<file path="src/pfm_pkg.sv">
package pfm_pkg;

	// register indices on the plain register port
	localparam logic [3:0] PFM_REG_PA_DATA  = 4'h0;
	localparam logic [3:0] PFM_REG_PB_DATA  = 4'h1;
	localparam logic [3:0] PFM_REG_PC_DATA  = 4'h2;
	localparam logic [3:0] PFM_REG_PD_DATA  = 4'h3;
	localparam logic [3:0] PFM_REG_PA_DIR   = 4'h4;
	localparam logic [3:0] PFM_REG_PB_DIR   = 4'h5;
	localparam logic [3:0] PFM_REG_PC_DIR   = 4'h6;
	localparam logic [3:0] PFM_REG_PD_DIR   = 4'h7;
	localparam logic [3:0] PFM_REG_OPTION   = 4'h8;
	localparam logic [3:0] PFM_REG_FUNC     = 4'h9;
	localparam logic [3:0] PFM_REG_PWM_MODE = 4'hA;
	localparam logic [3:0] PFM_REG_STATUS   = 4'hB;

	// field positions
	localparam int PFM_OPT_IRQ_LEVEL_BIT  = 1;
	localparam int PFM_FUNC_SCI_EN_BIT    = 0;
	localparam int PFM_FUNC_CAP_RISE_BIT  = 1;
	localparam int PFM_PD_CMP_BIT         = 6;
	localparam int PFM_PD_RX_BIT          = 0;
	localparam int PFM_PD_TX_BIT          = 1;

	// reset values
	localparam logic [7:0] PFM_DIR_RST      = 8'h00;
	localparam logic [7:0] PFM_DATA_RST     = 8'h00;
	localparam logic       PFM_IRQ_LEVEL_RST = 1'b1;
	localparam logic [4:0] PFM_PWM_EN_RST   = 5'h00;

	// bus clock divide ratio from oscillator
	localparam int PFM_OSC_DIV = 2;

	// open-drain reset pin stretch after an internal reset source
	localparam int          PFM_RST_OUT_NS    = 20;
	localparam int          PFM_CLK_PERIOD_NS = 5;
	localparam logic [3:0]  PFM_RST_OUT_CYC   =
		4'((PFM_RST_OUT_NS + PFM_CLK_PERIOD_NS - 1) / PFM_CLK_PERIOD_NS);

	// one general port: output data and direction
	typedef struct packed {
		logic [7:0] data;
		logic [7:0] dir;
	} pfm_port_cfg_t;

	// on-chip function requests towards port d
	typedef struct packed {
		logic       sci_en;
		logic       tx_data;
		logic [4:0] pwm_en;
		logic [4:0] pwm_out;
		logic       cmp_out;
	} pfm_func_t;

	// pin driver of one 8-bit port
	typedef struct packed {
		logic [7:0] out;
		logic [7:0] oe;
	} pfm_pin_drv_t;

	// pwm channel n lands on this port d bit
	function automatic int pfm_pwm_bit(input int ch);
		return (ch == 4) ? 7 : ch + 2;
	endfunction

endpackage

</file>
<file path="src/pfm_port_cell.sv">
`timescale 1ns/1ps
// one 8-bit bidirectional port: pin drive and pin readback
module pfm_port_cell
	import pfm_pkg::*;
(
	// clock and reset
	input  wire logic         clk_i,
	input  wire logic         nrst_i,
	// configuration
	input  wire pfm_port_cfg_t cfg_i,
	input  wire logic [7:0]   fn_own_i,
	input  wire logic [7:0]   fn_out_i,
	input  wire logic [7:0]   fn_oe_i,
	// pins
	input  wire logic [7:0]   pin_i,
	output pfm_pin_drv_t      drv_o,
	output logic [7:0]        rd_o
);

	pfm_pin_drv_t drv_ff;
	pfm_pin_drv_t nxt_drv;

	// claimed bits follow the function, others the port registers
	always_comb
	begin
		nxt_drv.out = (fn_own_i & fn_out_i) | (~fn_own_i & cfg_i.data);
		nxt_drv.oe  = (fn_own_i & fn_oe_i) | (~fn_own_i & cfg_i.dir);
	end

	// registered pin drive, all inputs at reset
	always_ff @(posedge clk_i or negedge nrst_i)
	begin
		if (!nrst_i)
			drv_ff <= '{out: PFM_DATA_RST, oe: PFM_DIR_RST};
		else
			drv_ff <= nxt_drv;
	end

	assign drv_o = drv_ff;
	// output pins read back the latch, input pins the level
	assign rd_o  = (cfg_i.dir & cfg_i.data) | (~cfg_i.dir & pin_i);

endmodule

</file>
<file path="src/pfm_edge_det.sv">
`timescale 1ns/1ps
// edge finder on one input pin
module pfm_edge_det
	import pfm_pkg::*;
#(
	parameter logic IDLE = 1'b1
)
(
	// clock and reset
	input  wire logic clk_i,
	input  wire logic nrst_i,
	// pin and result
	input  wire logic pin_i,
	output logic      rise_o,
	output logic      fall_o
);

	logic prev_ff;

	// keep last level; starts at the pin's idle level so reset release is no edge
	always_ff @(posedge clk_i or negedge nrst_i)
	begin
		if (!nrst_i)
			prev_ff <= IDLE;
		else
			prev_ff <= pin_i;
	end

	assign rise_o = pin_i & ~prev_ff;
	assign fall_o = ~pin_i & prev_ff;

endmodule

</file>
<file path="src/pfm_pin_mux.sv">
// Decided for this implementation: the strobed register port and the address map.
`timescale 1ns/1ps
// How it works
// - internal bus clock is an enable pulse at oscillator rate divided by two.
// - low on the reset pin forces the port, sensitivity and function registers to their start-up values.
// - watchdog or clock-monitor reset drives the reset pin low, open drain.
// - external interrupt is edge only or edge-and-level, by configuration.
// - sensitivity bit set by reset, cleared once by software, readable only as status bit 0.
// - capture event on rising or falling edge of capture pin, software chosen.
// - ports a, b, c: eight bidirectional pins each, all inputs after reset.
// - port d bits 0-5 and 7 bidirectional and shared; bit 6 output only.
// - serial enabled makes port d bit 0 a high-impedance receive input.
// - serial enabled makes port d bit 1 the transmit output.
// - enabled pulse-width channel drives its port d pin, else normal port.
module pfm_pin_mux
	import pfm_pkg::*;
(
	// clock and reset
	input  wire logic        clk_i,
	input  wire logic        nrst_i,
	// register port
	input  wire logic [3:0]  reg_addr_i,
	input  wire logic [7:0]  reg_wdata_i,
	input  wire logic        reg_wr_i,
	input  wire logic        reg_rd_i,
	output logic [7:0]       reg_rdata_o,
	// oscillator and bus clock enable
	input  wire logic        osc_tick_i,
	output logic             bus_clk_en_o,
	// reset pin, open drain
	input  wire logic        reset_pin_n_i,
	input  wire logic        watchdog_timer_rst_i,
	input  wire logic        clk_monitor_rst_i,
	output logic             reset_pin_o,
	output logic             reset_pin_oe_o,
	output logic             core_rst_n_o,
	// external interrupt and timer capture
	input  wire logic        irq_pin_n_i,
	input  wire logic        timer_capture_input_i,
	output logic             irq_req_o,
	output logic             capture_evt_o,
	// on-chip functions sharing port d
	input  wire logic        serial_tx_i,
	input  wire logic [4:0]  pulse_width_channel_outputs_i,
	input  wire logic        timer_compare_i,
	output logic             serial_receive_o,
	// port pins
	input  wire logic [7:0]  port_a_pins_i,
	input  wire logic [7:0]  port_b_pins_i,
	input  wire logic [7:0]  port_c_pins_i,
	input  wire logic [7:0]  port_d_pins_i,
	output logic [7:0]       port_a_pins_o,
	output logic [7:0]       port_a_pins_oe_o,
	output logic [7:0]       port_b_pins_o,
	output logic [7:0]       port_b_pins_oe_o,
	output logic [7:0]       port_c_pins_o,
	output logic [7:0]       port_c_pins_oe_o,
	output logic [7:0]       port_d_pins_o,
	output logic [7:0]       port_d_pins_oe_o
);

	pfm_port_cfg_t cfg_ff [4];
	logic          irq_level_ff;
	logic          irq_locked_ff;
	logic          sci_en_ff;
	logic          cap_rise_ff;
	logic [4:0]    pwm_en_ff;
	logic          div_ff;
	logic          bus_clk_en_ff;
	logic [3:0]    rst_cnt_ff;
	logic          core_rst_n_ff;
	logic          irq_req_ff;
	logic          capture_ff;
	logic          rx_ff;
	logic [7:0]    rdata_ff;
	pfm_pin_drv_t  drv [4];
	logic [7:0]    rd [4];
	logic [7:0]    pin_in [4];

	// oscillator divided by two gives the bus clock enable
	always_ff @(posedge clk_i or negedge nrst_i)
	begin
		if (!nrst_i)
		begin
			div_ff        <= 1'b0;
			bus_clk_en_ff <= 1'b0;
		end
		else
		begin
			if (osc_tick_i)
				div_ff <= ~div_ff;
			bus_clk_en_ff <= osc_tick_i & div_ff;
		end
	end
	assign bus_clk_en_o = bus_clk_en_ff;

	// internal reset sources pull the reset pin low for a stretched time
	wire int_rst = watchdog_timer_rst_i | clk_monitor_rst_i;
	always_ff @(posedge clk_i or negedge nrst_i)
	begin
		if (!nrst_i)
			rst_cnt_ff <= 4'h0;
		else if (int_rst)
			rst_cnt_ff <= PFM_RST_OUT_CYC;
		else if (rst_cnt_ff != 4'h0)
			rst_cnt_ff <= rst_cnt_ff - 4'h1;
	end
	assign reset_pin_o    = 1'b0;             // open drain only sinks
	assign reset_pin_oe_o = (rst_cnt_ff != 4'h0);

	// core reset follows the pin level, registered
	always_ff @(posedge clk_i or negedge nrst_i)
	begin
		if (!nrst_i)
			core_rst_n_ff <= 1'b0;
		else
			core_rst_n_ff <= reset_pin_n_i;
	end
	assign core_rst_n_o = core_rst_n_ff;

	// register write decode
	wire wr_opt  = reg_wr_i & (reg_addr_i == PFM_REG_OPTION);
	wire wr_func = reg_wr_i & (reg_addr_i == PFM_REG_FUNC);
	wire wr_pwm  = reg_wr_i & (reg_addr_i == PFM_REG_PWM_MODE);

	// port data and direction registers
	always_ff @(posedge clk_i or negedge nrst_i)
	begin
		if (!nrst_i)
		begin
			for (int p = 0; p < 4; p++)
				cfg_ff[p] <= '{data: PFM_DATA_RST, dir: PFM_DIR_RST};
		end
		else if (!core_rst_n_ff)
		begin
			// reset pin held low: back to start-up state
			for (int p = 0; p < 4; p++)
				cfg_ff[p] <= '{data: PFM_DATA_RST, dir: PFM_DIR_RST};
		end
		else if (reg_wr_i)
		begin
			for (int p = 0; p < 4; p++)
			begin
				if (reg_addr_i == PFM_REG_PA_DATA + 4'(p))
					cfg_ff[p].data <= reg_wdata_i;
				if (reg_addr_i == PFM_REG_PA_DIR + 4'(p))
					cfg_ff[p].dir <= reg_wdata_i;
			end
		end
	end

	// sensitivity bit: set at reset, one write allowed
	always_ff @(posedge clk_i or negedge nrst_i)
	begin
		if (!nrst_i)
		begin
			irq_level_ff  <= PFM_IRQ_LEVEL_RST;
			irq_locked_ff <= 1'b0;
		end
		else if (!core_rst_n_ff)
		begin
			irq_level_ff  <= PFM_IRQ_LEVEL_RST;
			irq_locked_ff <= 1'b0;
		end
		else if (wr_opt && !irq_locked_ff)
		begin
			irq_level_ff  <= reg_wdata_i[PFM_OPT_IRQ_LEVEL_BIT];
			irq_locked_ff <= 1'b1;
		end
	end

	// function control and pwm mode
	always_ff @(posedge clk_i or negedge nrst_i)
	begin
		if (!nrst_i)
		begin
			sci_en_ff   <= 1'b0;
			cap_rise_ff <= 1'b0;
			pwm_en_ff   <= PFM_PWM_EN_RST;
		end
		else if (!core_rst_n_ff)
		begin
			sci_en_ff   <= 1'b0;
			cap_rise_ff <= 1'b0;
			pwm_en_ff   <= PFM_PWM_EN_RST;
		end
		else
		begin
			if (wr_func)
			begin
				sci_en_ff   <= reg_wdata_i[PFM_FUNC_SCI_EN_BIT];
				cap_rise_ff <= reg_wdata_i[PFM_FUNC_CAP_RISE_BIT];
			end
			if (wr_pwm)
				pwm_en_ff <= reg_wdata_i[4:0];
		end
	end

	// interrupt and capture edges
	logic irq_rise, irq_fall, cap_rise, cap_fall;
	pfm_edge_det u_irq_edge (
		.clk_i  (clk_i),
		.nrst_i (nrst_i),
		.pin_i  (irq_pin_n_i),
		.rise_o (irq_rise),
		.fall_o (irq_fall)
	);
	// capture pin idles low, so its detector starts low
	pfm_edge_det #(.IDLE(1'b0)) u_cap_edge (
		.clk_i  (clk_i),
		.nrst_i (nrst_i),
		.pin_i  (timer_capture_input_i),
		.rise_o (cap_rise),
		.fall_o (cap_fall)
	);
	wire irq_nxt = irq_fall | (irq_level_ff & ~irq_pin_n_i);
	wire cap_nxt = cap_rise_ff ? cap_rise : cap_fall;

	// registered event outputs and receive line
	always_ff @(posedge clk_i or negedge nrst_i)
	begin
		if (!nrst_i)
		begin
			irq_req_ff <= 1'b0;
			capture_ff <= 1'b0;
			rx_ff      <= 1'b1;
		end
		else
		begin
			irq_req_ff <= irq_nxt;
			capture_ff <= cap_nxt;
			rx_ff      <= sci_en_ff ? port_d_pins_i[PFM_PD_RX_BIT] : 1'b1;
		end
	end
	assign irq_req_o        = irq_req_ff;
	assign capture_evt_o    = capture_ff;
	assign serial_receive_o = rx_ff;

	// port d function claim map
	logic [7:0] d_own, d_out, d_oe;
	always_comb
	begin
		d_own = 8'h00;
		d_out = 8'h00;
		d_oe  = 8'h00;
		d_own[PFM_PD_RX_BIT] = sci_en_ff;
		d_oe[PFM_PD_RX_BIT]  = 1'b0;
		d_own[PFM_PD_TX_BIT] = sci_en_ff;
		d_out[PFM_PD_TX_BIT] = serial_tx_i;
		d_oe[PFM_PD_TX_BIT]  = 1'b1;
		for (int c = 0; c < 5; c++)
		begin
			d_own[pfm_pwm_bit(c)] = pwm_en_ff[c];
			d_out[pfm_pwm_bit(c)] = pulse_width_channel_outputs_i[c];
			d_oe[pfm_pwm_bit(c)]  = 1'b1;
		end
		d_own[PFM_PD_CMP_BIT] = 1'b1;
		d_out[PFM_PD_CMP_BIT] = timer_compare_i;
		d_oe[PFM_PD_CMP_BIT]  = 1'b1;
	end

	assign pin_in[0] = port_a_pins_i;
	assign pin_in[1] = port_b_pins_i;
	assign pin_in[2] = port_c_pins_i;
	assign pin_in[3] = port_d_pins_i;

	// four port cells; only port d has function claims
	for (genvar p = 0; p < 4; p++)
	begin : g_port
		pfm_port_cell u_cell (
			.clk_i    (clk_i),
			.nrst_i   (nrst_i),
			.cfg_i    (cfg_ff[p]),
			.fn_own_i ((p == 3) ? d_own : 8'h00),
			.fn_out_i ((p == 3) ? d_out : 8'h00),
			.fn_oe_i  ((p == 3) ? d_oe  : 8'h00),
			.pin_i    (pin_in[p]),
			.drv_o    (drv[p]),
			.rd_o     (rd[p])
		);
	end

	assign port_a_pins_o    = drv[0].out;
	assign port_a_pins_oe_o = drv[0].oe;
	assign port_b_pins_o    = drv[1].out;
	assign port_b_pins_oe_o = drv[1].oe;
	assign port_c_pins_o    = drv[2].out;
	assign port_c_pins_oe_o = drv[2].oe;
	assign port_d_pins_o    = drv[3].out;
	assign port_d_pins_oe_o = drv[3].oe;

	// port d read: bit 6 always the live pin level
	logic [7:0] pd_rd;
	always_comb
	begin
		pd_rd = rd[3];
		pd_rd[PFM_PD_CMP_BIT] = port_d_pins_i[PFM_PD_CMP_BIT];
	end

	// read data mux; option reads zero, sensitivity shows only in status bit 0
	logic [7:0] rd_mux;
	always_comb
	begin
		unique case (reg_addr_i)
			PFM_REG_PA_DATA:  rd_mux = rd[0];
			PFM_REG_PB_DATA:  rd_mux = rd[1];
			PFM_REG_PC_DATA:  rd_mux = rd[2];
			PFM_REG_PD_DATA:  rd_mux = pd_rd;
			PFM_REG_PA_DIR:   rd_mux = cfg_ff[0].dir;
			PFM_REG_PB_DIR:   rd_mux = cfg_ff[1].dir;
			PFM_REG_PC_DIR:   rd_mux = cfg_ff[2].dir;
			PFM_REG_PD_DIR:   rd_mux = cfg_ff[3].dir & 8'hBF;
			PFM_REG_OPTION:   rd_mux = 8'h00;
			PFM_REG_FUNC:     rd_mux = {6'h00, cap_rise_ff, sci_en_ff};
			PFM_REG_PWM_MODE: rd_mux = {3'h0, pwm_en_ff};
			PFM_REG_STATUS:   rd_mux = {5'h00, reset_pin_oe_o, irq_locked_ff, irq_level_ff};
			default:          rd_mux = 8'h00;
		endcase
	end

	// read data valid the cycle after the strobe only
	always_ff @(posedge clk_i or negedge nrst_i)
	begin
		if (!nrst_i)
			rdata_ff <= 8'h00;
		else
			rdata_ff <= reg_rd_i ? rd_mux : 8'h00;
	end
	assign reg_rdata_o = rdata_ff;

	// checks
	property p_bus_div;
		@(posedge clk_i) disable iff (!nrst_i)
		bus_clk_en_ff |=> !bus_clk_en_ff;
	endproperty
	a_bus_div: assert property (p_bus_div) else $error("bus enable not halved");

	property p_core_rst;
		@(posedge clk_i) disable iff (!nrst_i)
		!reset_pin_n_i |=> !core_rst_n_ff;
	endproperty
	a_core_rst: assert property (p_core_rst) else $error("core not reset");

	property p_rst_out;
		@(posedge clk_i) disable iff (!nrst_i)
		int_rst |=> reset_pin_oe_o && !reset_pin_o;
	endproperty
	a_rst_out: assert property (p_rst_out) else $error("reset pin not pulled");

	property p_irq_level;
		@(posedge clk_i) disable iff (!nrst_i)
		(irq_level_ff && !irq_pin_n_i) |=> irq_req_o;
	endproperty
	a_irq_level: assert property (p_irq_level) else $error("level irq lost");

	property p_irq_once;
		@(posedge clk_i) disable iff (!nrst_i)
		(irq_locked_ff && reset_pin_n_i && core_rst_n_ff) |=> $stable(irq_level_ff);
	endproperty
	a_irq_once: assert property (p_irq_once) else $error("sensitivity rewritten");

	property p_cap;
		@(posedge clk_i) disable iff (!nrst_i)
		(cap_rise_ff && cap_rise) |=> capture_evt_o;
	endproperty
	a_cap: assert property (p_cap) else $error("capture missed");

	property p_cmp_drive;
		@(posedge clk_i) disable iff (!nrst_i)
		##1 1'b1 |-> port_d_pins_oe_o[6] && port_d_pins_o[6] == $past(timer_compare_i);
	endproperty
	a_cmp_drive: assert property (p_cmp_drive) else $error("compare pin wrong");

	property p_rx_hiz;
		@(posedge clk_i) disable iff (!nrst_i)
		sci_en_ff |=> !port_d_pins_oe_o[0];
	endproperty
	a_rx_hiz: assert property (p_rx_hiz) else $error("receive pin driven");

	property p_pwm4;
		@(posedge clk_i) disable iff (!nrst_i)
		pwm_en_ff[4] |=> port_d_pins_oe_o[7] && port_d_pins_o[7] == $past(pulse_width_channel_outputs_i[4]);
	endproperty
	a_pwm4: assert property (p_pwm4) else $error("pwm4 not on bit 7");

	c_rst_out:  cover property (@(posedge clk_i) disable iff (!nrst_i) int_rst);
	c_irq_edge: cover property (@(posedge clk_i) disable iff (!nrst_i) irq_locked_ff && !irq_level_ff && irq_fall);
	c_sci:      cover property (@(posedge clk_i) disable iff (!nrst_i) sci_en_ff && wr_pwm);

endmodule

</file>
<file path="config.mk">
export PLATFORM = sky130hd
export DESIGN_NAME = pfm_pin_mux
export DESIGN_NICKNAME = d
export VERILOG_FILES = /design/src/pfm_pkg.sv /design/src/pfm_port_cell.sv /design/src/pfm_edge_det.sv /design/src/pfm_pin_mux.sv
export SDC_FILE = /design/constraint.sdc
export NUM_CORES = 1
export LEC_CHECK = 0
export ABC_AREA = 1
export BUFFER_PORTS_ARGS = -buffer_cell sky130_fd_sc_hd__buf_4
export CAP_MARGIN = 25
export CELL_PAD_IN_SITES_DETAIL_PLACEMENT = 0
export CELL_PAD_IN_SITES_GLOBAL_PLACEMENT = 1
export CORE_AREA = 2 2 95 165
export CTS_CLUSTER_SIZE = 20
export DETAILED_ROUTE_END_ITERATION = 10
export DIE_AREA = 0 0 97 167
export PLACE_DENSITY = 0.85
export SYNTH_ARGS = -nofsm -noshare
export SYNTH_HDL_FRONTEND = slang
export SYNTH_SLANG_ARGS = --single-unit
export TNS_END_PERCENT = 10
</file>
<file path="constraint.sdc">
create_clock -name clk_i -period 3.1 [get_ports clk_i]
set_clock_uncertainty 0.05 [all_clocks]
set_input_delay 0.155 -clock clk_i [delete_from_list [all_inputs] [get_ports clk_i]]
set_output_delay 0.155 -clock clk_i [all_outputs]
set_load 0.1 [all_outputs]
</file>
==> results.sh, run 1 <==
export IMPL_initial_antenna_violation_count=0
export IMPL_seq_area_mm2=0.00388
export IMPL_ys_top_cells_by_area="sky130_fd_sc_hd__dfrtp_1 61%, sky130_fd_sc_hd__nand2_1 15%, sky130_fd_sc_hd__o21ai_0 7.0%"
export IMPL_hold_start="watchdog_timer_rst_i"
export IMPL_final_period_utilization_pct=58.9
export IMPL_die_width_um=97
export IMPL_fp_dieH_um=167
export IMPL_hpwlAfterDp_um=13500
export IMPL_setup_reg_to_reg_worst_slack_ns=1.27
export IMPL_nets_final=926
export IMPL_synth_adder_area_share_pct=0.400
export IMPL_clk_latency_ns=0.42
export IMPL_buffers_from_clock_root_to_sink_at_most=2
export IMPL_yosys_area_top_type="sky130_fd_sc_hd__dfrtp_1"
export IMPL_powerDensity_mw_per_mm2=669
export IMPL_synth_compound_area_share_pct=9.43
export IMPL_synth_seq_area_share_pct=62.1
export IMPL_area_growth_synth_to_final_pct=31.4
export IMPL_grt_setup_unrepaired="false"
export IMPL_via_count=5154
export IMPL_yosys_cell_types_count=30
export IMPL_synth_top_family_by_area="simple AND/OR/NAND/NOR gates"
export IMPL_grt_max_degree=84
export IMPL_cp_max_fo=16
export IMPL_post_synthesis_net_count=762
export IMPL_dpl_instance_area_mm2=0.00748
export IMPL_ir_worst_vdd_v=0.000335
export IMPL_crit_arrival_ns=2.04
export IMPL_report_final_setup_viol=0
export IMPL_route_detailed_wl_per_inst_um=16.9
export IMPL_globalRouteTotalUtil_pct=22.8
export IMPL_post_cts_resize_count=0
export IMPL_synth_simple_gate_area_share_pct=21.3
export IMPL_gp_routability_congestion=0.924
export IMPL_die_footprint_mm2=0.0162
export IMPL_drt_vias_per_instance=4.87
export IMPL_run_status="finished, final reports clean"
export IMPL_starting_utilization_of_the_core_area_pct=42.1
export IMPL_worst_endpoint_required_ns=3.31
export IMPL_synth_xor_xnor_area_share_pct=0.140
export IMPL_root_buffer="sky130_fd_sc_hd__clkbuf_16"
export IMPL_grt_pass1_vias=5304
export IMPL_drt_first_iter_violations=256
export IMPL_synth_edf_count=0
export IMPL_count_of_yosys_warnings_during_synthesis=0
export IMPL_io_pins=140
export IMPL_fill_cells=1391
export IMPL_htreeDepth=4
export IMPL_post_route_cells_drive_above_1_share_pct=21.9
export IMPL_cts_bufs_inserted=17
export IMPL_netlist_instances=699
export IMPL_synthArstFlopShare_pct=100
export IMPL_clock_slew_seen_by_the_registers_of_the_worst_setup_and_hold_paths_ns=0.07
export IMPL_max_cap_violations=0
export IMPL_synth_largest_type_area_fraction_pct=60.8
export IMPL_coreArea_mm2=0.0148
export IMPL_p_leak_nw=4.30
export IMPL_diodes=0
export IMPL_yosys_register_bits=155
export IMPL_synthTopCellsByCount="252 x sky130_fd_sc_hd__nand2_1, 152 x sky130_fd_sc_hd__dfrtp_1, 88 x sky130_fd_sc_hd__o21ai_0"
export IMPL_rows=59
export IMPL_yosysMostFrequentCell="sky130_fd_sc_hd__nand2_1"
export IMPL_layout_core_utilization_pct=55.4
export IMPL_cts_num_sinks=155
export IMPL_tritoncts="built"
export IMPL_rr_startpoint="core_rst_n_o$_DFF_PN0_"
export IMPL_antenna_nets_post_route=0
export IMPL_path_class="register to register"
export IMPL_globalRoute_totalOverflow=0
export IMPL_startpoint_type="register"
export IMPL_slew_at_the_pin_with_the_worst_max_slew_slack_ns=0.755
export IMPL_fin_tns_setup_ns=0
export IMPL_postLayoutCellArea_mm2=0.00821
export IMPL_initial_drt_pass_iterations=4
export IMPL_place_port_buffers=138
export IMPL_timing_hold_worst_class="input pin to register"
export IMPL_max_freq_mhz=547
export IMPL_synth_main_ff_cell="sky130_fd_sc_hd__dfrtp_1"
export IMPL_syn_mean_instance_area_um2=8.94
export IMPL_report_final_hold_viol_count=0
export IMPL_drt_total_wl_um=17900
export IMPL_setup_worst_path_start="core_rst_n_o$_DFF_PN0_"
export IMPL_end_kind="register"
export IMPL_worst_slew_margin_rel_pct=49.7
export IMPL_yosys_mux_area_fraction_pct=0
export IMPL_grt_first_pass_wirelength_um=28200
export IMPL_syn_cell_area_mm2=0.00625
export IMPL_area_of_the_multi_input_gates_mm2=0.00196
export IMPL_drc_violations_left=0
export IMPL_slew_violations=0
export IMPL_fin_crit_ns=1.83
## through the flow
stage / hold slack [ns] / setup slack, ns / instances / power (W)
4_1_cts: 0.00228 / 1.30 / 1059 / 0.00553
3_5_place_dp: 0.201 / 1.31 / 1012 / 0.00346
2_1_floorplan: -0.191 / 0.962 / 699 / 0.00309
6_report: 0.0124 / 1.27 / 1059 / 0.00549
5_1_grt: 0.0280 / 1.10 / 1059 / 0.00569
3_3_place_gp: 0.200 / 1.33 / 1012 / 0.00345
## metal layers
layer | track usage [%] | wire length (um) | vias to the layer above
li1 | - | - | 2511
met1 | 26.0 | 6650 | 2463
met2 | 42.0 | 9960 | 148
met3 | 3.82 | 719 | 32
met4 | 9.19 | 564 | 0
met5 | 0 | 0 | -
## critical path: stages, from the launching register on
cell                      delay, ns
sky130_fd_sc_hd__dfrtp_1       0.53
sky130_fd_sc_hd__buf_4         0.28
sky130_fd_sc_hd__inv_1         0.13
sky130_fd_sc_hd__a21oi_2       0.49
sky130_fd_sc_hd__o21ai_0       0.19
## layout by cell type (no fill, tap or decap), types with 2 or more instances in the layout
cell type	Yosys	layout
sky130_fd_sc_hd__a21oi_1	10	10
sky130_fd_sc_hd__buf_4	5	139
sky130_fd_sc_hd__clkbuf_16	0	17
sky130_fd_sc_hd__clkinvlp_4	0	2
sky130_fd_sc_hd__conb_1	2	2
sky130_fd_sc_hd__dfrtp_1	152	152
sky130_fd_sc_hd__dfstp_2	3	3
sky130_fd_sc_hd__dlygate4sd3_1	0	15
sky130_fd_sc_hd__ha_1	2	2
sky130_fd_sc_hd__inv_1	86	86
sky130_fd_sc_hd__inv_2	2	2
sky130_fd_sc_hd__inv_6	0	6
sky130_fd_sc_hd__inv_8	0	4
sky130_fd_sc_hd__nand2_1	252	252
sky130_fd_sc_hd__nand3_1	32	32
sky130_fd_sc_hd__nand4_1	2	2
sky130_fd_sc_hd__nor2_1	37	37
sky130_fd_sc_hd__nor2_2	3	3
sky130_fd_sc_hd__o21ai_0	88	88
sky130_fd_sc_hd__o21ai_2	3	3
sky130_fd_sc_hd__or2_2	2	2
## repair_timing
item / CTS / global route
setup buffers: 0 / 0
hold buffers: 15 / 0
endpoints found under the hold margin: 101 / 0
## kinds of logic after synthesis
kind of cell,Yosys count
AO/OA/AOI/OAI,108
XOR/XNOR,1
adder cells (fa/ha/maj),2
buffers and inverters,99
flip-flops,155
other,2
AND/OR/NAND/NOR,332
## power breakdown
group,internal (W),switching [W]
Sequential,0.00218,0.000101
Clock,0.00116,0.000901
Combinational,0.000246,0.000906
Total,0.00359,0.00191
## final timing paths
check                                                             to  cells after the start
worst min-delay path                       rst_cnt_ff[3]$_DFFE_PN0P_                      4
worst min register to register   g_port[0].u_cell.drv_o[7]$_DFF_PN0_                      0
worst max-delay path                          cfg_ff[60]$_DFFE_PN0P_                      4
worst max register to register                cfg_ff[60]$_DFFE_PN0P_                      4
min in group asynchronous       g_port[0].u_cell.drv_o[15]$_DFF_PN0_                      2
max in group asynchronous                   pwm_en_ff[0]$_DFFE_PN0P_                      3
## sequential cells by signal (all words and copies together), names as in the netlist
| register | cells |
|---|---|
| irq_locked_ff | 1 |
| cap_rise_ff | 1 |
| pwm_en_ff | 5 |
| core_rst_n_o | 1 |
| serial_receive_o | 1 |
| u_irq_edge.prev_ff | 1 |
| rst_cnt_ff | 4 |
| irq_level_ff | 1 |
| sci_en_ff | 1 |
| capture_evt_o | 1 |
| g_port.u_cell.drv_o | 64 |
| irq_req_o | 1 |
| div_ff | 1 |
| cfg_ff | 62 |
| bus_clk_en_o | 1 |
| reg_rdata_o | 8 |
| u_cap_edge.prev_ff | 1 |
## cell type report
cell class                      instances  area share, %
Clock buffer                           18           5.35
Tap cell                              183           2.79
Sequential cell                       155           47.3
Inverter                               88           4.02
Clock inverter                         14           1.80
Multi-Input combinational cell        445           23.9
Timing Repair Buffer                  156           14.9
(Power assumes the default switching activity.)
==> run 2: changes to the inputs <==
Settings changed: ABC_AREA 1 to 0, CORE_AREA 2 2 95 165 to 2 2 97 169, DIE_AREA 0 0 97 167 to 0 0 99 171, PLACE_DENSITY 0.85 to 0.81.
Clock period 3.1 ns to 1.88 ns, I/O delays scaled along.
==> run 2 against run 1 <==
- critical endpoint is now core_rst_n_o
- sequential share of layout area shrank 3.2 points
- clock power grew 76%
- first-iteration DRC count grew 13%
- largest power group is now the clock network
- worst hold slack gained 0.036 ns
- flip-flop and latch count is the same
- critical path depth shrank 3
- synthesized cell count shrank 19%
- register-to-register slack lost 0.97 ns
- combinational power shrank 3%
- core utilization grew 0.95 points
- non-clock buffer count grew 38
- clock-buffer cell count grew 1
==> results.sh, run 2 <==
export IMPL_place_port_buffers=138
export IMPL_fin_crit_ns=1.73
export IMPL_fp_dieH_um=171
export IMPL_count_of_yosys_warnings_during_synthesis=0
export IMPL_run_status="finished, final reports clean"
export IMPL_postLayoutCellArea_mm2=0.00881
export IMPL_cts_num_sinks=155
export IMPL_grt_met1_usage_pct=27.2
export IMPL_max_freq_mhz=578
export IMPL_clk_latency_ns=0.43
export IMPL_finish_cell_count_without_fillers=946
export IMPL_path_class="register to output pin"
export IMPL_synth_main_ff_cell="sky130_fd_sc_hd__dfrtp_1"
export IMPL_yosys_register_bits=155
export IMPL_synthArstFlopShare_pct=100
export IMPL_area_growth_synth_to_final_pct=34.6
export IMPL_hpwlAfterDp_um=14300
export IMPL_syn_cell_area_mm2=0.00655
export IMPL_die_width_um=99
export IMPL_root_buffer="sky130_fd_sc_hd__clkbuf_16"
export IMPL_htreeDepth=4
export IMPL_worst_slew_margin_rel_pct=57.2
export IMPL_starting_utilization_of_the_core_area_pct=41.8
export IMPL_powerDensity_mw_per_mm2=934
export IMPL_final_critical_path_setup_slack_ns=0.149
export IMPL_report_final_setup_viol=0
export IMPL_synth_seq_area_share_pct=59.3
export IMPL_drt_first_iter_violations=288
export IMPL_worst_slack_after_detailed_placement_ns=0.0572
export IMPL_drc_violations_left=0
export IMPL_post_synthesis_net_count=632
export IMPL_synthTopCellsByCount="152 x sky130_fd_sc_hd__dfrtp_1, 52 x sky130_fd_sc_hd__o21ai_0, 51 x sky130_fd_sc_hd__nand2_1"
export IMPL_cts_bufs_inserted=17
export IMPL_largest_register_ffs=64
export IMPL_slew_violations=0
export IMPL_route_detailed_wl_per_inst_um=21.0
export IMPL_drt_vias_per_instance=5.42
export IMPL_nets_final=807
export IMPL_critPathTopFamily="flip-flops"
export IMPL_tritoncts="built"
export IMPL_slew_at_the_pin_with_the_worst_max_slew_slack_ns=0.643
export IMPL_worst_endpoint_required_ns=1.74
export IMPL_coreArea_mm2=0.0156
export IMPL_max_stage_delay_ns=0.75
export IMPL_drt_total_wl_um=19800
export IMPL_post_route_cells_drive_above_1_share_pct=31.4
export IMPL_rows=61
export IMPL_die_footprint_mm2=0.0169
export IMPL_globalRoute_totalOverflow=0
export IMPL_crit_buf_inv=1
export IMPL_finalPower_w=0.00822
export IMPL_fin_tns_setup_ns=0
export IMPL_grt_max_degree=54
export IMPL_report_final_hold_viol_count=0
export IMPL_initial_antenna_violation_count=0
export IMPL_timing_critical_path_cells="buf_4"
export IMPL_syn_mean_instance_area_um2=11.5
export IMPL_p_leak_nw=4.19
export IMPL_startpoint_type="register"
export IMPL_grt_setup_unrepaired="false"
export IMPL_max_cap_violations=0
export IMPL_fill_cells=1330
export IMPL_ys_top_cells_by_area="sky130_fd_sc_hd__dfrtp_1 58%, sky130_fd_sc_hd__mux2i_1 7.3%, sky130_fd_sc_hd__a21boi_0 4.2%"
export IMPL_yosys_area_top_type="sky130_fd_sc_hd__dfrtp_1"
export IMPL_initial_drt_pass_iterations=4
export IMPL_cp_max_fo=17
export IMPL_crit_arrival_ns=1.59
export IMPL_global_route_usage_met2_pct=43.2
export IMPL_grt_pass1_vias=5460
export IMPL_gr_usage_met3_pct=3.59
export IMPL_yosys_cell_types_count=60
export IMPL_gp_routability_congestion=0.961
export IMPL_final_period_utilization_pct=92.1
export IMPL_end_kind="output pin"
export IMPL_antenna_nets_post_route=0
export IMPL_netlist_instances=569
export IMPL_synth_edf_count=0
export IMPL_io_pins=140
export IMPL_highest_count_cells_in_the_layout_ignoring_fill_and_taps="164 x sky130_fd_sc_hd__buf_4, 152 x sky130_fd_sc_hd__dfrtp_1, 52 x sky130_fd_sc_hd__o21ai_0"
export IMPL_critical_path_slowest_cell="sky130_fd_sc_hd__dfrtp_1"
export IMPL_grt_most_used_layer="met2"
export IMPL_mostFrequentLayoutCell="sky130_fd_sc_hd__buf_4"
export IMPL_placed_cells_incl_taps=887
export IMPL_via_count=5125
export IMPL_globalRouteTotalUtil_pct=24.2
export IMPL_timing_hold_worst_class="input pin to register"
export IMPL_grt_first_pass_wirelength_um=30800
export IMPL_ir_worst_vdd_v=0.000556
export IMPL_dpl_instance_area_mm2=0.00792
export IMPL_diodes=0
export IMPL_synth_largest_type_area_fraction_pct=58.1
export IMPL_buffers_from_clock_root_to_sink_at_most=2
export IMPL_clock_slew_seen_by_the_registers_of_the_worst_setup_and_hold_paths_ns=0.06
export IMPL_yosysMostFrequentCell="sky130_fd_sc_hd__dfrtp_1"
[run 2: cell types whose count changed in the layout (fill, tap and decap cells not counted), sizes merged, moves of 27 or more]
| cell | previous run | this run |
|---|---|---|
| inv | 98 | 15 |
| o21ai | 92 | 53 |
| a21boi | 0 | 40 |
| nand2 | 253 | 51 |
| nor2b | 0 | 31 |
| buf | 141 | 168 |
| mux2i | 0 | 48 |
[run 2: where the power goes]
part	switching, W	internal (W)
sequential	0.0000667	0.00343
clock	0.00145	0.00217
combinational	0.000760	0.000352
total	0.00227	0.00595
[run 2: cell type report]
| class | count | area, um2 | share of cell area, % |
|---|---|---|---|
| Clock buffer | 19 | 453 | 5.14 |
| Clock inverter | 13 | 166 | 1.89 |
| Inverter | 13 | 48.8 | 0.554 |
| Multi-Input combinational cell | 363 | 2460 | 27.9 |
| Sequential cell | 155 | 3880 | 44.1 |
| Tap cell | 189 | 236 | 2.68 |
| Timing Repair Buffer | 194 | 1560 | 17.7 |
[run 2: final timing paths]
| check | depth (start not counted) | start | slack (ns) | endpoint |
|---|---|---|---|---|
| hold / removal | 3 | port_b_pins_i[3] | 0.05 | reg_rdata_o[3]$_DFF_PN0_ |
| setup / recovery | 1 | core_rst_n_o$_DFF_PN0_ | 0.15 | core_rst_n_o |
| min in group asynchronous | 2 | nrst_i | 0.14 | g_port[2].u_cell.drv_o[12]$_DFF_PN0_ |
| max in group asynchronous | 3 | nrst_i | 0.91 | cfg_ff[58]$_DFFE_PN0P_ |
| setup reg to reg | 7 | rst_cnt_ff[1]$_DFFE_PN0P_ | 0.30 | reg_rdata_o[2]$_DFF_PN0_ |
| hold reg to reg | 0 | cfg_ff[57]$_DFFE_PN0P_ | 0.35 | g_port[0].u_cell.drv_o[9]$_DFF_PN0_ |
[run 2: kinds of logic (layout without fill, tap and decap cells)]
logic type	after synthesis	after routing	synth area share, %
buf+inv	51	239	3.29
simple gates	156	156	13.0
fa+ha+maj	2	2	0.382
compound gates	138	138	13.8
xor+xnor	4	4	0.535
other cells	2	2	0.115
flops	155	155	59.3
mux	61	61	9.58
[run 2: metal layers]
| metal | wire length, um | part of all wire, % | up-vias |
|---|---|---|---|
| li1 | - | - | 2333 |
| met1 | 7440 | 38 | 2576 |
| met2 | 10800 | 54 | 171 |
| met3 | 708 | 3.6 | 45 |
| met4 | 898 | 4.5 | 0 |
| met5 | 0 | 0 | - |
[run 2: metrics by stage]
step           utilization [%]  hold WS [ns]
6_report                  56.3        0.0488
5_1_grt                   56.3        0.0682
2_1_floorplan                -        -0.252
3_3_place_gp              50.6        0.0173
4_1_cts                   56.3        0.0400
3_5_place_dp              50.6        0.0342
[run 2: timing repair]
item	in CTS	in global routing
hold buffers	26	0
endpoints found under the hold margin	142	0
buffers inserted	1	0
endpoints found under the setup margin	1	0
resized for setup	1	0
==> run 3: changes to the inputs <==
Settings changed: CORE_AREA 2 2 97 169 to 2 2 127 129, DIE_AREA 0 0 99 171 to 0 0 129 131, PLACE_DENSITY 0.81 to 0.82.
Clock period 1.88 ns to 1.93 ns, I/O delays scaled along.
==> run 3 against run 2 <==
- sequential share of layout area up 0.18 points
- sequential power down 3%
- global-route usage down 1.2 points
- worst setup slack worse by 0.020 ns
- final area down 0.41%
- non-clock buffer count down 13
- critical path depth up 4
- via count down 1.1%
==> results.sh, run 3 (same netlist as run 2, synthesis figures left out) <==
export IMPL_max_freq_mhz=555
export IMPL_timing_hold_worst_class="input pin to register"
export IMPL_initial_drt_pass_iterations=5
export IMPL_drt_total_wl_um=18700
export IMPL_rr_startpoint="rst_cnt_ff[0]$_DFFE_PN0P_"
export IMPL_report_final_hold_viol_count=0
export IMPL_buffers_from_clock_root_to_sink_at_most=2
export IMPL_grt_setup_unrepaired="false"
export IMPL_hold_ws_ns=0.0128
export IMPL_cts_num_sinks=155
export IMPL_coreArea_mm2=0.0156
export IMPL_gp_routability_congestion=0.918
export IMPL_die_width_um=129
export IMPL_htreeDepth=4
export IMPL_starting_utilization_of_the_core_area_pct=42.0
export IMPL_mostFrequentLayoutCell="sky130_fd_sc_hd__buf_4"
export IMPL_die_footprint_mm2=0.0169
export IMPL_dpl_instance_area_mm2=0.00785
export IMPL_hpwlAfterDp_um=13100
export IMPL_globalRoute_totalOverflow=0
export IMPL_ir_worst_vdd_v=0.000631
export IMPL_powerDensity_mw_per_mm2=929
export IMPL_postLayoutCellArea_mm2=0.00877
export IMPL_clk_latency_ns=0.42
export IMPL_p_leak_nw=4.15
export IMPL_highest_count_cells_in_the_layout_ignoring_fill_and_taps="153 x sky130_fd_sc_hd__buf_4, 152 x sky130_fd_sc_hd__dfrtp_1, 52 x sky130_fd_sc_hd__o21ai_0"
export IMPL_end_kind="output pin"
export IMPL_report_final_setup_viol=0
export IMPL_drc_violations_left=0
export IMPL_run_status="finished, final reports clean"
export IMPL_final_period_utilization_pct=93.3
export IMPL_grt_first_pass_wirelength_um=28800
export IMPL_worst_endpoint_required_ns=1.78
export IMPL_initial_antenna_violation_count=0
export IMPL_post_route_cells_drive_above_1_share_pct=30.3
export IMPL_fin_tns_setup_ns=0
export IMPL_crit_arrival_ns=1.66
export IMPL_globalRouteTotalUtil_pct=23.0
export IMPL_grt_pass1_vias=5159
export IMPL_worst_slew_margin_rel_pct=65.6
export IMPL_largest_register_ffs=64
export IMPL_clock_slew_seen_by_the_registers_of_the_worst_setup_and_hold_paths_ns=0.06
export IMPL_antenna_nets_post_route=0
export IMPL_critical_path_slowest_cell="sky130_fd_sc_hd__dfrtp_1"
export IMPL_root_buffer="sky130_fd_sc_hd__clkbuf_16"
export IMPL_tritoncts="built"
export IMPL_nets_final=794
export IMPL_via_count=5067
export IMPL_slew_at_the_pin_with_the_worst_max_slew_slack_ns=0.517
export IMPL_timing_critical_path_cells="inv_2 > ha_1 > nor3b_4 > inv_2 > buf_4"
export IMPL_io_pins=140
export IMPL_setup_worst_path_start="rst_cnt_ff[0]$_DFFE_PN0P_"
export IMPL_rows=46
export IMPL_grt_max_degree=62
export IMPL_place_port_buffers=138
export IMPL_cp_max_fo=4
export IMPL_layout_core_utilization_pct=56.2
export IMPL_diodes=0
export IMPL_path_class="register to output pin"
export IMPL_hold_start="port_b_pins_i[7]"
export IMPL_slew_violations=0
export IMPL_worst_path_most_repeated_cell="sky130_fd_sc_hd__inv_2"
export IMPL_fin_crit_ns=1.80
export IMPL_max_stage_delay_ns=0.40
export IMPL_startpoint_type="register"
export IMPL_area_growth_synth_to_final_pct=34.0
export IMPL_route_detailed_wl_per_inst_um=19.5
export IMPL_cts_bufs_inserted=17
export IMPL_drt_vias_per_instance=5.28
export IMPL_max_cap_violations=0
export IMPL_drt_first_iter_violations=484
export IMPL_fp_dieH_um=131
-- run 3: changes by cell type in the layout (fill, tap and decap cells not counted) --
cell | before | now
sky130_fd_sc_hd__buf_4 | 164 | 153
sky130_fd_sc_hd__clkinvlp_4 | 3 | 0
sky130_fd_sc_hd__dlygate4sd3_1 | 26 | 24
sky130_fd_sc_hd__clkbuf_8 | 2 | 4
sky130_fd_sc_hd__bufinv_16 | 3 | 5
sky130_fd_sc_hd__inv_6 | 2 | 0
sky130_fd_sc_hd__clkbuf_1 | 0 | 3
sky130_fd_sc_hd__inv_1 | 12 | 10
sky130_fd_sc_hd__inv_2 | 1 | 3
sky130_fd_sc_hd__clkinv_4 | 3 | 0
-- run 3: final cells by class --
cell class	count	area, um2
clock buffer	24	492
clock inverter	7	160
fill	1329	6830
inverter	13	48.8
multi-input combinational	363	2460
sequential	155	3880
tap	216	270
timing repair buffer	181	1460
-- run 3: critical path: cells and delay by family (launching register included) --
kind | cells | cell delay, ns
flip-flops | 1 | 0.40
buffers and inverters | 3 | 0.43
adder cells (fa/ha/maj) | 1 | 0.15
AND/OR/NAND/NOR | 1 | 0.26
-- run 3: worst paths after layout --
kind,to,slack [ns],cells after the start
max,reset_pin_oe_o,0.13,5
max in group asynchronous,cfg_ff[13]$_DFFE_PN0P_,0.99,3
min reg2reg,g_port[1].u_cell.drv_o[9]$_DFF_PN0_,0.35,0
min,reg_rdata_o[7]$_DFF_PN0_,0.01,3
min in group asynchronous,cfg_ff[48]$_DFFE_PN0P_,0.14,2
max reg2reg,reg_rdata_o[2]$_DFF_PN0_,0.37,7
-- run 3: through the flow --
stage | worst slack [ns] | power [W] | cells
2_1_floorplan | 0.0338 | 0.00409 | 569
3_3_place_gp | 0.268 | 0.00447 | 901
3_5_place_dp | 0.110 | 0.00448 | 901
4_1_cts | 0.0182 | 0.00820 | 957
5_1_grt | 0.0569 | 0.00843 | 959
6_report | 0.128 | 0.00815 | 959
-- run 3: report_power, final --
group / leakage (nW) / total, W / internal (W) / switching [W]
registers: 2.11 / 0.00340 / 0.00334 / 0.0000604
clock network: 0.320 / 0.00367 / 0.00242 / 0.00125
logic: 1.72 / 0.00108 / 0.000337 / 0.000739
total: 4.15 / 0.00815 / 0.00610 / 0.00205
-- run 3: what timing repair did --
action | in CTS | in global routing
endpoints found under the hold margin | 145 | 0
resized for setup | 1 | 3
pin swaps | 0 | 2
hold buffers | 25 | 0
cloned | 0 | 0
setup endpoints to repair | 1 | 2
buffers inserted | 0 | 3
-- run 3: per-layer routing --
| layer | part of all wire, % | global-route usage (%) | up-vias |
|---|---|---|---|
| met4 | 2.5 | 9.91 | 0 |
| met3 | 7.1 | 5.33 | 30 |
| met5 | 0 | 0 | - |
| li1 | - | - | 2306 |
| met2 | 47 | 36.1 | 226 |
| met1 | 43 | 30.8 | 2505 |
